--- config.mk ---
export PLATFORM = sky130hd
export DESIGN_NAME = lcdcrs_ctrl
export DESIGN_NICKNAME = d
export VERILOG_FILES = /design/src/rtl/lcdcrs_ctrl.v /design/src/rtl/lcdcrs_frame_div.v
export VERILOG_INCLUDE_DIRS = /design/src /design/src/rtl
export SDC_FILE = /design/constraint.sdc
export NUM_CORES = 1
export LEC_CHECK = 0
export ABC_AREA = 0
export CAP_MARGIN = 20
export CORE_ASPECT_RATIO = 0.75
export CORE_UTILIZATION = 30
export DETAILED_ROUTE_END_ITERATION = 10
export DONT_BUFFER_PORTS = 1
export REMOVE_ABC_BUFFERS = 1
export SYNTH_ARGS = -nofsm -noshare
export SYNTH_HDL_FRONTEND = slang
export SYNTH_HIERARCHICAL = 1
export SYNTH_SLANG_ARGS = --single-unit
--- constraint.sdc ---
create_clock -name CLK -period 3.1 [get_ports CLK]
set_input_delay 0.62 -clock CLK [delete_from_list [all_inputs] [get_ports CLK]]
set_output_delay 0.62 -clock CLK [all_outputs]
set_load 0.1 [all_outputs]
--- src/rtl/lcdcrs_map.vh ---
// constants for the reset, standby and command decode block
`ifndef LCDCRS_MAP_VH
`define LCDCRS_MAP_VH
// ************************************************************
// command codes
// ************************************************************
`define LCDCRS_CMD_STOP        8'h01
`define LCDCRS_CMD_DISPLAY_OFF_CMD    8'h08
`define LCDCRS_CMD_DISPLAY_ON_CMD     8'h09
`define LCDCRS_CMD_FRAME_LO    8'h10
`define LCDCRS_CMD_FRAME_HI    8'h14
`define LCDCRS_CMD_MUX_LO      8'h18
`define LCDCRS_CMD_MUX_HI      8'h1f
`define LCDCRS_CMD_BCLR_LO     8'h20
`define LCDCRS_CMD_BCLR_HI     8'h3f
`define LCDCRS_CMD_BIT_SET_CMD_LO     8'h40
`define LCDCRS_CMD_BIT_SET_CMD_HI     8'h5f
`define LCDCRS_CMD_READ_LO     8'h60
`define LCDCRS_CMD_READ_HI     8'h63
`define LCDCRS_CMD_WRITE_LO    8'h64
`define LCDCRS_CMD_WRITE_HI    8'h67
`define LCDCRS_CMD_OR_LO       8'h68
`define LCDCRS_CMD_OR_HI       8'h6b
`define LCDCRS_CMD_AND_LO      8'h6c
`define LCDCRS_CMD_AND_HI      8'h6f
`define LCDCRS_CMD_CHAR_LEFT   8'h71
`define LCDCRS_CMD_CHAR_RIGHT  8'h72
`define LCDCRS_CMD_CUR_CLR     8'h7c
`define LCDCRS_CMD_CUR_WR      8'h7d
`define LCDCRS_CMD_PTR_A_LO    8'h80
`define LCDCRS_CMD_PTR_A_HI    8'hb1
`define LCDCRS_CMD_PTR_B_LO    8'hc0
`define LCDCRS_CMD_PTR_B_HI    8'hf1
// ************************************************************
// processing modes
// ************************************************************
`define LCDCRS_MODE_WRITE      3'h0
`define LCDCRS_MODE_READ       3'h1
`define LCDCRS_MODE_OR         3'h2
`define LCDCRS_MODE_AND        3'h3
`define LCDCRS_MODE_CHAR_LEFT  3'h4
`define LCDCRS_MODE_CHAR_RIGHT 3'h5
// ************************************************************
// reset values and frame divider constants
// ************************************************************
`define LCDCRS_RST_ADDR        2'h0
`define LCDCRS_RST_STEP        2'h0
`define LCDCRS_RST_PTR         7'h00
`define LCDCRS_RST_MUX         3'h0
`define LCDCRS_RST_FRAME       3'h0
`define LCDCRS_FRAME_MAX       3'h4
`define LCDCRS_DIV_BASE_EXP    14
`define LCDCRS_DIV_WIDTH       14
// ************************************************************
// drive levels
// ************************************************************
`define LCDCRS_DRIVE_MID_BIAS  2'h0
`define LCDCRS_DRIVE_OFF       2'h1
`define LCDCRS_DRIVE_ON        2'h2
`endif

--- src/rtl/lcdcrs_ctrl.v ---
// reset, standby and command decode logic of the lcd controller
`timescale 1ns/1ps
`include "lcdcrs_map.vh"
module lcdcrs_ctrl #(
   parameter SINGLE_CHIP = 1'b0
) (
   input  wire       CLK,
   input  wire       SYS_RST,
   input  wire       CS_N,
   input  wire       STRAP_ADDR_BIT0,
   input  wire       STRAP_ADDR_BIT1,
   input  wire       PAR_SER_PIN,
   input  wire       ADDR_MATCH_ENABLE_STRAP,
   input  wire       CMD_VALID,
   input  wire [7:0] CMD_BYTE,
   input  wire       DATA_VALID,
   input  wire       BYTE_PART,
   output reg        READY_N_OUT,
   output reg        READY_N_OE,
   output reg        STANDBY,
   output reg        CLOCK_RUN,
   output reg  [1:0] DRIVE_LEVEL,
   output reg        DISPLAY_ON,
   output reg        MEM_HOLD,
   output reg  [2:0] PROC_MODE,
   output reg  [1:0] POINTER_STEP_FIELD,
   output reg  [6:0] POINTER,
   output reg  [2:0] MULTIPLEX_FIELD,
   output reg  [2:0] FRAME_DIV_FIELD,
   output reg        FRAME_TICK,
   output reg        PARALLEL_MODE,
   output reg        ADDR_MATCH_ENABLE,
   output reg  [1:0] CHIP_ADDR_CMP,
   output reg        CHIP_SELECTED,
   output reg        XFER_PART,
   output reg        BIT_CLEAR_CMD,
   output reg        BIT_SET_CMD,
   output reg  [4:0] BIT_OPERAND,
   output reg        CURSOR_CLEAR_CMD,
   output reg        CURSOR_WRITE_CMD
);
   // ************************************************************
   // pin synchronisers
   // ************************************************************
   reg  [2:0] sync_cs;
   reg  [2:0] sync_a0;
   reg  [2:0] sync_a1;
   reg  [2:0] sync_ps;
   reg  [2:0] sync_ae;
   reg        cs_n;
   reg        addr0;
   reg        addr1;
   reg        ps;
   reg        ae;
   reg        rst_q;
   always @(posedge CLK) begin
      sync_cs <= {sync_cs[1:0], CS_N};
      sync_a0 <= {sync_a0[1:0], STRAP_ADDR_BIT0};
      sync_a1 <= {sync_a1[1:0], STRAP_ADDR_BIT1};
      sync_ps <= {sync_ps[1:0], PAR_SER_PIN};
      sync_ae <= {sync_ae[1:0], ADDR_MATCH_ENABLE_STRAP};
      if (sync_cs[2] == sync_cs[1]) cs_n  <= sync_cs[2];
      if (sync_a0[2] == sync_a0[1]) addr0 <= sync_a0[2];
      if (sync_a1[2] == sync_a1[1]) addr1 <= sync_a1[2];
      if (sync_ps[2] == sync_ps[1]) ps    <= sync_ps[2];
      if (sync_ae[2] == sync_ae[1]) ae    <= sync_ae[2];
      rst_q <= SYS_RST;
   end
   // ************************************************************
   // command decode
   // ************************************************************
   function in_range;
      input [7:0] code;
      input [7:0] lo;
      input [7:0] hi;
      begin
         in_range = (code >= lo) && (code <= hi);
      end
   endfunction
   wire [7:0] c = CMD_BYTE;
   wire take = CMD_VALID && !SYS_RST;
   wire stop_cmd         = take && (c == `LCDCRS_CMD_STOP);
   wire display_off_cmd  = take && (c == `LCDCRS_CMD_DISPLAY_OFF_CMD);
   wire display_on_cmd   = take && (c == `LCDCRS_CMD_DISPLAY_ON_CMD);
   wire frame_rate_cmd   = take && in_range(c, `LCDCRS_CMD_FRAME_LO, `LCDCRS_CMD_FRAME_HI);
   wire multiplex_cmd    = take && in_range(c, `LCDCRS_CMD_MUX_LO, `LCDCRS_CMD_MUX_HI);
   wire bit_clear_cmd    = take && in_range(c, `LCDCRS_CMD_BCLR_LO, `LCDCRS_CMD_BCLR_HI);
   wire bit_set_cmd      = take && in_range(c, `LCDCRS_CMD_BIT_SET_CMD_LO, `LCDCRS_CMD_BIT_SET_CMD_HI);
   wire read_mode_cmd    = take && in_range(c, `LCDCRS_CMD_READ_LO, `LCDCRS_CMD_READ_HI);
   wire write_mode_cmd   = take && in_range(c, `LCDCRS_CMD_WRITE_LO, `LCDCRS_CMD_WRITE_HI);
   wire or_mode_cmd      = take && in_range(c, `LCDCRS_CMD_OR_LO, `LCDCRS_CMD_OR_HI);
   wire and_mode_cmd     = take && in_range(c, `LCDCRS_CMD_AND_LO, `LCDCRS_CMD_AND_HI);
   wire char_left_cmd    = take && (c == `LCDCRS_CMD_CHAR_LEFT);
   wire char_right_cmd   = take && (c == `LCDCRS_CMD_CHAR_RIGHT);
   wire cursor_clear_cmd = take && (c == `LCDCRS_CMD_CUR_CLR);
   wire cursor_write_cmd = take && (c == `LCDCRS_CMD_CUR_WR);
   wire pointer_load_cmd = take && (in_range(c, `LCDCRS_CMD_PTR_A_LO, `LCDCRS_CMD_PTR_A_HI) ||
                                    in_range(c, `LCDCRS_CMD_PTR_B_LO, `LCDCRS_CMD_PTR_B_HI));
   wire mode_cmd = read_mode_cmd || write_mode_cmd || or_mode_cmd || and_mode_cmd;
   wire any_byte = take || (DATA_VALID && !SYS_RST);
   // ************************************************************
   // standby and reset
   // ************************************************************
   wire rst_fall = rst_q && !SYS_RST;
   wire frame_tick;
   always @(posedge CLK) begin
      if (SYS_RST) begin
         // standby kept while reset high
         MEM_HOLD    <= STANDBY;
         CLOCK_RUN   <= 1'b0;
         DRIVE_LEVEL <= `LCDCRS_DRIVE_MID_BIAS;
         DISPLAY_ON  <= 1'b0;
      end else if (rst_fall) begin
         STANDBY     <= 1'b0;
         CLOCK_RUN   <= 1'b1;
         DRIVE_LEVEL <= `LCDCRS_DRIVE_OFF;
         MEM_HOLD    <= MEM_HOLD;
      end else if (stop_cmd) begin
         STANDBY     <= 1'b1;
         CLOCK_RUN   <= 1'b0;
         MEM_HOLD    <= 1'b1;
      end else if (STANDBY && any_byte) begin
         STANDBY     <= 1'b0;
         CLOCK_RUN   <= 1'b1;
      end else begin
         if (display_off_cmd) begin
            DISPLAY_ON  <= 1'b0;
            DRIVE_LEVEL <= `LCDCRS_DRIVE_OFF;
         end else if (display_on_cmd) begin
            DISPLAY_ON  <= 1'b1;
            DRIVE_LEVEL <= `LCDCRS_DRIVE_ON;
         end
      end
   end
   // ************************************************************
   // modes and pointer
   // ************************************************************
   always @(posedge CLK) begin
      BIT_CLEAR_CMD    <= bit_clear_cmd;
      BIT_SET_CMD      <= bit_set_cmd;
      BIT_OPERAND      <= c[4:0];
      CURSOR_CLEAR_CMD <= cursor_clear_cmd;
      CURSOR_WRITE_CMD <= cursor_write_cmd;
      if (SYS_RST) begin
         PROC_MODE          <= `LCDCRS_MODE_WRITE;
         POINTER_STEP_FIELD <= `LCDCRS_RST_STEP;
         POINTER            <= `LCDCRS_RST_PTR;
         MULTIPLEX_FIELD    <= `LCDCRS_RST_MUX;
         FRAME_DIV_FIELD    <= `LCDCRS_RST_FRAME;
         XFER_PART          <= 1'b0;
         BIT_CLEAR_CMD      <= 1'b0;
         BIT_SET_CMD        <= 1'b0;
         CURSOR_CLEAR_CMD   <= 1'b0;
         CURSOR_WRITE_CMD   <= 1'b0;
      end else begin
         XFER_PART <= BYTE_PART;
         if (stop_cmd) begin
            PROC_MODE          <= `LCDCRS_MODE_WRITE;
            POINTER_STEP_FIELD <= `LCDCRS_RST_STEP;
         end
         if (frame_rate_cmd) FRAME_DIV_FIELD <= c[2:0];
         if (multiplex_cmd) MULTIPLEX_FIELD <= c[2:0];
         if (pointer_load_cmd) POINTER <= c[6:0];
         if (mode_cmd) POINTER_STEP_FIELD <= c[1:0];
         if (read_mode_cmd) PROC_MODE <= `LCDCRS_MODE_READ;
         if (write_mode_cmd) PROC_MODE <= `LCDCRS_MODE_WRITE;
         if (or_mode_cmd) PROC_MODE <= `LCDCRS_MODE_OR;
         if (and_mode_cmd) PROC_MODE <= `LCDCRS_MODE_AND;
         if (char_left_cmd) PROC_MODE <= `LCDCRS_MODE_CHAR_LEFT;
         if (char_right_cmd) PROC_MODE <= `LCDCRS_MODE_CHAR_RIGHT;
         // other codes fall through untouched
      end
   end
   // ************************************************************
   // straps, address and ready pin
   // ************************************************************
   wire addr_zero = SINGLE_CHIP || ({addr1, addr0} == `LCDCRS_RST_ADDR);
   always @(posedge CLK) begin
      if (SYS_RST) begin
         CHIP_ADDR_CMP <= `LCDCRS_RST_ADDR;
         CHIP_SELECTED <= 1'b0;
         READY_N_OUT   <= 1'b0;
         READY_N_OE    <= addr_zero && !cs_n;
      end else begin
         if (rst_fall) begin
            PARALLEL_MODE     <= ps;
            ADDR_MATCH_ENABLE <= ae;
            CHIP_SELECTED     <= addr_zero;
         end
         READY_N_OUT <= STANDBY || stop_cmd;
         READY_N_OE  <= CHIP_SELECTED && !cs_n;
      end
   end
   // ************************************************************
   // frame divider
   // ************************************************************
   lcdcrs_frame_div #(
      .WIDTH (`LCDCRS_DIV_WIDTH)
   ) u_div (
      .clk             (CLK),
      .sys_rst         (SYS_RST),
      .run             (CLOCK_RUN),
      .frame_div_field (FRAME_DIV_FIELD),
      .frame_tick      (frame_tick)
   );
   always @(posedge CLK) begin
      if (SYS_RST) FRAME_TICK <= 1'b0;
      else FRAME_TICK <= frame_tick;
   end
   initial begin
      STANDBY = 1'b0;
      MEM_HOLD = 1'b0;
      PARALLEL_MODE = 1'b0;
      ADDR_MATCH_ENABLE = 1'b0;
   end
endmodule // lcdcrs_ctrl

--- src/rtl/lcdcrs_frame_div.v ---
// frame rate divider, clock over two to the fourteenth down to tenth
`timescale 1ns/1ps
`include "lcdcrs_map.vh"
module lcdcrs_frame_div #(
   parameter WIDTH = `LCDCRS_DIV_WIDTH
) (
   input  wire       clk,
   input  wire       sys_rst,
   input  wire       run,
   input  wire [2:0] frame_div_field,
   output reg        frame_tick
);
   // ************************************************************
   // counter
   // ************************************************************
   reg [WIDTH-1:0] count;
   wire [WIDTH-1:0] limit;
   // terminal count is two to (14 - setting) minus one
   assign limit = {WIDTH{1'b1}} >> frame_div_field;
   always @(posedge clk) begin
      if (sys_rst) begin
         count      <= {WIDTH{1'b0}};
         frame_tick <= 1'b0;
      end else if (!run) begin
         frame_tick <= 1'b0;
      end else if (count >= limit) begin
         count      <= {WIDTH{1'b0}};
         frame_tick <= 1'b1;
      end else begin
         count      <= count + {{(WIDTH-1){1'b0}}, 1'b1};
         frame_tick <= 1'b0;
      end
   end
endmodule // lcdcrs_frame_div

== Yosys cells after proc, flatten, opt, wreduce, memory -nomap -nowiden ==
Cells that the tools add are included.
Word-level totals
  output and inout port bits: 42
  register bits after elaboration: 76
Cells by class
  eq/ne operators: 15
  $lt $le $gt $ge: 21
  muxes and demuxes: 27
  shift operators: 1
  bitwise operators: 5
  reductions and logical operators: 57
  $add $sub $neg: 1
Operators by type and width (count)
  8-bit by 7-bit >= comparator with 1-bit output (second input constant): 5
  8-bit by 7-bit less-or-equal comparator with 1-bit output (second input constant): 5
  8-bit by 7-bit == test with 1-bit output (second input constant): 4
  1-bit logical AND: 32
  3-bit 2-to-1 mux: 7
  8-bit by 4-bit == test with 1-bit output (second input constant): 2
  8-bit by 5-bit >= comparator with 1-bit output (second input constant): 2
  8-bit >= comparator (second input constant): 2
  8-bit by 5-bit less-or-equal comparator with 1-bit output (second input constant): 2
  8-bit less-or-equal comparator (second input constant): 2
  1-bit 2-to-1 mux: 15
  14-bit by 1-bit adder with 14-bit output (second input constant): 1
  14-bit >= comparator: 1
  14-bit 2-to-1 mux: 1
  14-bit by 3-bit right shift with 14-bit output (first input constant): 1
  8-bit by 1-bit == test with 1-bit output (second input constant): 1
  8-bit by 6-bit >= comparator with 1-bit output (second input constant): 1
  8-bit by 6-bit less-or-equal comparator with 1-bit output (second input constant): 1
  2-bit 2-to-1 mux: 4
  7-bit nonzero test: 1
  1-bit logical OR: 6
  2-bit AND reduction: 3
  3-bit AND reduction: 2
  2-bit nonzero test: 3
  11 further kinds: 23

== Logic depth before layout (Yosys ltp) ==
Gate-level depths: netlist (run 1).
  depth after elaboration: 10
  depth in mapped cells: 7
  gate-level depth less buffers: 6

== Modules after synthesis ==
The synthesis (run 1) kept the hierarchy.
Modules (own cells, without submodules)
  lcdcrs_ctrl: area an instance 2065.7 um2, cells an instance 181, times used 1
  lcdcrs_frame_div: area an instance 899.6 um2, cells an instance 99, times used 1

== Least setup slack after synthesis (run 1) ==
Ideal clock, no wire load.
  kind: reg-to-reg
  start: register FRAME_DIV_FIELD[1]
  end: register u_div.count[12]
  setup time: 0.122 ns
  path buffers: 1
  setup slack: 0.568 ns
  cell stages (with the launch flop): 8
  arrival: 2.410 ns
  cells stage by stage: dfxtp_1 > or3_1 > ha_1 > nand4_1 > or4_4 > nand4b_2 > buf_6 > a21oi_1
On the way
  word-level cells in the longest chain between the ends: 3
Ends and longest elaborated chain
  start, declared: RTL line lcdcrs_ctrl.v:29  | output reg [2:0] FRAME_DIV_FIELD,
  start signal, assigned: RTL line lcdcrs_ctrl.v:149  | FRAME_DIV_FIELD <= `LCDCRS_RST_FRAME;
  start signal, assigned: RTL line lcdcrs_ctrl.v:161  | if (frame_rate_cmd) FRAME_DIV_FIELD <= c[2:0];
  14-bit by 3-bit right shift with 14-bit output: RTL line lcdcrs_frame_div.v:19  | assign limit = {WIDTH{1'b1}} >> frame_div_field;
  14-bit >= comparator: RTL line lcdcrs_frame_div.v:26  | end else if (count >= limit) begin
  14-bit 2-to-1 mux: RTL line lcdcrs_frame_div.v:26
  end signal, assigned: RTL line lcdcrs_frame_div.v:22  | count <= {WIDTH{1'b0}};
  end signal, assigned: RTL line lcdcrs_frame_div.v:27  | count <= {WIDTH{1'b0}};
  end signal, assigned: RTL line lcdcrs_frame_div.v:30  | count <= count + {{(WIDTH-1){1'b0}}, 1'b1};
  end, declared: RTL line lcdcrs_frame_div.v:16  | reg [WIDTH-1:0] count;
No other way between the ends.
A chain may end at the register's enable or synchronous reset.

== Final worst setup path (run 1) ==
  start: register FRAME_DIV_FIELD[2]
  end: register u_div.count[13]
Same word-level chain as after synthesis.

==> results of run 1 <==
state kept, by name, summed over array words and instances, names as in the netlist, 3 cells and up:
name and count:
sync_ps 3, sync_cs 3, POINTER 7, MULTIPLEX_FIELD 3, FRAME_DIV_FIELD 3, u_div/count 14, sync_ae 3, BIT_OPERAND 5
sync_a0 3, PROC_MODE 3, sync_a1 3
cells by family after synthesis:
family                     synth area share, %
and+or+nand+nor                           20.4
adders and majority gates                 3.38
DFF                                       54.3
AOI/OAI and AO/OA                         8.78
muxes                                     4.39
buffers and inverters                     3.54
xor gates and xnor gates                  5.02
other                                    0.126
cells in the mapped netlist, types with 8 or more instances:
library cell and number:
dfxtp_1 67, clkbuf_1 8, ha_1 8, nand2_1 15, nor2_1 34, nand4_1 10
nor3_1 11, a21oi_1 9, edfxtp_1 9, nand3_1 11, mux2i_1 13, xnor2_1 10
power by group through the flow:
stage | logic [mW] | clock network [mW] | registers [mW]
after global placement | 0.0881 | 0 | 1.18
after floorplan | 0.0629 | 0 | 1.19
after detailed placement | 0.0899 | 0 | 1.19
final | 0.0896 | 1.12 | 1.16
after CTS | 0.0901 | 1.15 | 1.16
after global routing | 0.0979 | 1.19 | 1.17
worst paths after layout:
| path | from | to | slack [ns] | depth (start not counted) |
|---|---|---|---|---|
| max reg2reg | FRAME_DIV_FIELD[2] | u_div/count[13] | 0.84 | 7 |
| min | CMD_BYTE[4] | BIT_OPERAND[4] | 0.31 | 0 |
| min reg2reg | sync_a1[0] | sync_a1[1] | 0.32 | 0 |
| max | FRAME_DIV_FIELD[2] | u_div/count[13] | 0.84 | 7 |
critical path, delay by kind of cell (launching register included):
kind | cells | cell delay [ns]
buf+inv | 1 | 0.25
simple gates | 3 | 0.97
fa+ha+maj | 1 | 0.29
flops | 1 | 0.34
compound gates | 2 | 0.28
layout make-up:
type,count,area [sq um]
multi-input cells,185,1250
flip-flops and latches,76,1610
fillers,1008,6200
clock inverters,5,85.1
repair buffers,5,37.5
clock buffers,11,243
inverters,7,26.3
well taps,132,165
per-layer routing:
metal / routed length [microns] / share of wire, % / global-route usage (%) / vias to the layer above
met5: 0 / 0 / 0 / -
met3: 552 / 9.0 / 6.85 / 4
met2: 2720 / 44 / 18.9 / 65
met4: 51 / 0.83 / 4.83 / 0
li1: - / - / - / 999
met1: 2820 / 46 / 15.8 / 988
stage by stage:
step | cell area [sq um] | cells | utilization, % | total power, mW | setup WS (ns)
detailed placement | 3090 | 405 | 32.2 | 1.27 | 0.861
global placement | 3090 | 405 | 32.2 | 1.27 | 0.908
global route | 3420 | 421 | 35.6 | 2.46 | 0.632
CTS | 3420 | 421 | 35.6 | 2.40 | 0.860
finish | 3420 | 421 | 35.6 | 2.37 | 0.840
floorplan | 2890 | 268 | - | 1.25 | 0.592
==> impl_metrics.tcl, run 1 <==
set metrics [dict create \
    status "finished, final reports clean" \
    p_leak_nw 1.31 \
    vdd.ir_drop.worst_uv 600 \
    cts_max_path_buffers 2 \
    netlist_area_sq_um 2970 \
    fin_tns_setup_ns 0 \
    synth_seq_area_share_pct 54.3 \
    dp_hpwl_microns 4340 \
    cts.repair.resized 0 \
    die_w_microns 117 \
    synthArstFlopShare_pct 0 \
    path_clk_slew_ns 0.06 \
    final_cell_mix "dfxtp_1, nor2_1, nand2_1, mux2i_1" \
    row_count 31 \
    start_util_pct 30.8 \
    coreArea_sq_um 9620 \
    synth.distinct_cells 53 \
    yosys_warnings 6 \
    critPathKind "reg2reg" \
    grt_max_degree 32 \
    startpoint_type "register" \
    critPathMaxFanout 11 \
    dr_total_vias 2056 \
    hold_slack_ns 0.311 \
    combPwrFrac_pct 3.8 \
    grt_antenna_before_repair 0 \
    route.detailed.drc 0 \
    required_ns 3.30 \
    min_period_ns 2.26 \
    root_buffer "clkbuf_16" \
    end_kind "register" \
    viasPerCell 4.88 \
    cts_buffers 9 \
    cts_setup_buffers 0 \
    synth.avg_cell_area_sq_um 10.6 \
    hold_viol 0 \
    syn_inst 280 \
    synth_top_area_cell "dfxtp_1" \
    timing.final.max_slew_violations 0 \
    p_seq_share_pct 49.0 \
    cpPeakStageDelay_ns 0.57 \
    ant_nets 0 \
    p_clk_share_pct 47.2 \
    grt_pass1_vias 1864 \
    max_clock_freq_mhz 442 \
    ys_ff_latch 76 \
    globalplace.congestion 0.794 \
    n_antenna_cell 0 \
    min_path_type "in2reg" \
    synthFlopType "dfxtp_1" \
    drive_gt1_share_pct 11.1 \
    crit_arrival_ns 2.46 \
    power_density_nw_per_um2 694 \
    drtPass1Iterations 4 \
    synth_top_cells_by_area "dfxtp_1, edfxtp_1, mux2i_1, nor2_1, ha_1" \
    nNetsFinal 310 \
    yosysTopAreaCellShare_pct 45.2 \
    skew_ns 0.00496 \
    overflow 0 \
    dieArea_sq_um 10300 \
    ios 60 \
    wl_per_cell_microns 14.6 \
    drt_iter0_markers 166 \
    clkLatencyLatePin_ns 0.33 \
    synth_edf_count 9 \
    p_int_mw 1.79 \
    place.port_buffers 0 \
    critPathSlowestCell "or4_4" \
    p_switching_uw 578 \
    worst_pin_slew_ns 1.01 \
    slew_headroom_pct 32.6 \
    cts.htree.levels 3 \
    area_growth_pct 15.4 \
    finalWirelength_microns 6140 \
    hold_buffers 0 \
    cts_tree "built" \
    grt_pass1_wl_microns 9750 \
    setup_viol 0 \
    post-route-period-util_pct 72.9 \
    switching_share_pct 24.4 \
    final_common_cell "dfxtp_1" \
    grt_usage_pct 12.8 \
    crit_chain "buf_4, a21o_1, ha_1, nand4_1, or4_4, nand4b_2, a21oi_1" \
    rsz0062_at_grt "false" \
    die_h_microns 88.1 \
    drv_cap 0 \
    cts_sinks 76 \
]
(Power assumes the default switching activity.)
==> inputs of run 2 (changes only) <==
--- a/config.mk
+++ b/config.mk
@@ -6,7 +6,7 @@
 export SDC_FILE = /design/constraint.sdc
 export NUM_CORES = 1
 export LEC_CHECK = 0
-export ABC_AREA = 0
+export ABC_AREA = 1
 export CAP_MARGIN = 20
 export CORE_ASPECT_RATIO = 0.75
 export CORE_UTILIZATION = 30
==> constraint.sdc (replaced) <==
create_clock -name CLK -period 2.11 [get_ports CLK]
set_input_delay 0.422 -clock CLK [delete_from_list [all_inputs] [get_ports CLK]]
set_output_delay 0.422 -clock CLK [all_outputs]
set_load 0.1 [all_outputs]
==> impl_metrics.tcl, run 2 <==
set metrics [dict create \
    synthFlopType "dfxtp_1" \
    p_leak_nw 1.67 \
    hold_buffers 0 \
    rsz0062_at_grt "false" \
    place.port_buffers 0 \
    synth_simple_gate_area_share_pct 28.0 \
    path_clk_slew_ns 0.06 \
    vdd.ir_drop.worst_uv 511 \
    yosysMostFrequentCell "dfxtp_1" \
    synth_top_family_by_area "simple AND/OR/NAND/NOR gates" \
    skew_ns 0.00386 \
    final_cell_mix "dfxtp_1, nand2_1, nor2_1, buf_4, inv_1" \
    power_density_nw_per_um2 872 \
    die_h_microns 91.1 \
    timing.final.max_slew_violations 0 \
    grt_pass1_vias 2359 \
    cts_buffers 9 \
    ant_nets 0 \
    largest_registers "u_div/count x14, POINTER x7, BIT_OPERAND x5" \
    dieArea_sq_um 11000 \
    synth_edf_count 9 \
    drv_cap 0 \
    synth_seq_area_share_pct 50.7 \
    dp_hpwl_microns 5210 \
    ys_ff_latch 76 \
    nNetsFinal 436 \
    crit_arrival_ns 2.11 \
    min_period_ns 1.85 \
    synth.avg_cell_area_sq_um 8.71 \
    synth_top_cells_by_area "dfxtp_1, edfxtp_1, nand2_1, nor2_1, nand3_1" \
    final_common_cell "dfxtp_1" \
    grt_usage_pct 13.4 \
    required_ns 2.37 \
    synth-xor-area-share_pct 2.76 \
    synthAdderAreaFrac_pct 3.15 \
    startpoint_type "register" \
    cts_setup_buffers 0 \
    min_path_type "in2reg" \
    drt_iter0_markers 157 \
    end_kind "register" \
    overflow 0 \
    grt_antenna_before_repair 0 \
    hold_viol 0 \
    fin_util_pct 37.6 \
    route.detailed.drc 0 \
    synth_top_area_cell "dfxtp_1" \
    netlist_area_sq_um 3180 \
    cts_max_path_buffers 2 \
    cts.repair.resized 0 \
    root_buffer "clkbuf_16" \
    post-route-period-util_pct 87.7 \
    yosys_warnings 6 \
    n_antenna_cell 0 \
    start_util_pct 30.9 \
    synth.distinct_cells 44 \
    largest_reg_flops 14 \
    wl_per_cell_microns 12.7 \
    die_w_microns 121 \
    grt_pass1_wl_microns 11500 \
    syn_inst 365 \
    coreArea_sq_um 10300 \
    viasPerCell 4.54 \
    dr_total_vias 2502 \
    cts.htree.levels 3 \
    row_count 32 \
    globalplace.congestion 0.868 \
    grt_max_degree 20 \
    max_flop_register "u_div/count" \
    setup_viol 0 \
    yosysTopAreaCellShare_pct 42.2 \
    critPathMaxFanout 14 \
    synthArstFlopShare_pct 0 \
    dp_slack_ns 0.268 \
    cts_sinks 76 \
    critPathKind "reg2reg" \
    clkLatencyLatePin_ns 0.33 \
    worst_slack_ns 0.260 \
    ios 60 \
    max_clock_freq_mhz 541 \
    synth_compound_area_share_pct 7.64 \
    synth.mux.area_fraction_pct 0.315 \
    drtPass1Iterations 4 \
    synth_common_cells "dfxtp_1, nand2_1, nor2_1" \
    finalWirelength_microns 6990 \
    status "finished, final reports clean" \
    drive_gt1_share_pct 22.7 \
    area_growth_pct 21.9 \
    cts_tree "built" \
]
## run 2: final timing paths
| check | slack (ns) | to | cells after the start | start |
|---|---|---|---|---|
| min | 0.11 | sync_a1[0] | 0 | STRAP_ADDR_BIT1 |
| max | 0.26 | u_div/count[6] | 10 | FRAME_DIV_FIELD[2] |
| min reg2reg | 0.32 | sync_ae[1] | 0 | sync_ae[0] |
| max reg2reg | 0.26 | u_div/count[6] | 10 | FRAME_DIV_FIELD[2] |
## run 2: area by class of cell
class | count | area [sq um]
Clock buffer | 9 | 225
Clock inverter | 7 | 58.8
Fill cell | 1018 | 6420
Inverter | 43 | 161
Multi-Input combinational cell | 239 | 1340
Sequential cell | 76 | 1610
Tap cell | 136 | 170
Timing Repair Buffer | 41 | 308
## run 2: kinds of logic (layout without fill, tap and decap cells)
group / Yosys count / after routing
and+or+nand+nor: 177 / 177
DFF: 76 / 76
buffers and inverters: 51 / 100
AOI/OAI and AO/OA: 41 / 41
xor gates and xnor gates: 10 / 10
adders and majority gates: 8 / 8
other: 1 / 2
muxes: 1 / 1
## run 2: routing by layer
metal	global-route usage, %	part of all wire [%]	vias to the layer above
met5	0	0	-
met4	6.07	1.6	0
met3	4.77	7.0	11
met2	20.0	44	74
met1	17.2	48	1129
li1	-	-	1288
## run 2: stage by stage
stage	hold WS [ns]	std cells	total power, mW	area (sq um)	TNS (ns)
finish	0.109	551	3.38	3870	0
global route	0.0940	551	3.50	3870	0
CTS	0.0971	551	3.41	3870	0
detailed placement	0.312	535	1.96	3590	0
global placement	0.312	535	1.96	3590	0
floorplan	0.310	358	1.88	3110	-3.31
## run 2: power breakdown
| part | switching [mW] | internal [mW] | leakage, nW |
|---|---|---|---|
| clock network | 0.639 | 0.812 | 0.133 |
| registers | 0.0292 | 1.52 | 0.638 |
| logic | 0.300 | 0.0768 | 0.896 |
| total | 0.968 | 2.41 | 1.67 |
## run 2: worst max-delay path, stage by stage, from the launching register on
cell and delay (ns):
dfxtp_1 0.36, inv_1 0.13, nand3_1 0.10, ha_1 0.30
nand2_1 0.11, inv_1 0.05, a21oi_1 0.14, nand2_1 0.07
nand2_1 0.08, nand3_2 0.27, nor2_1 0.18
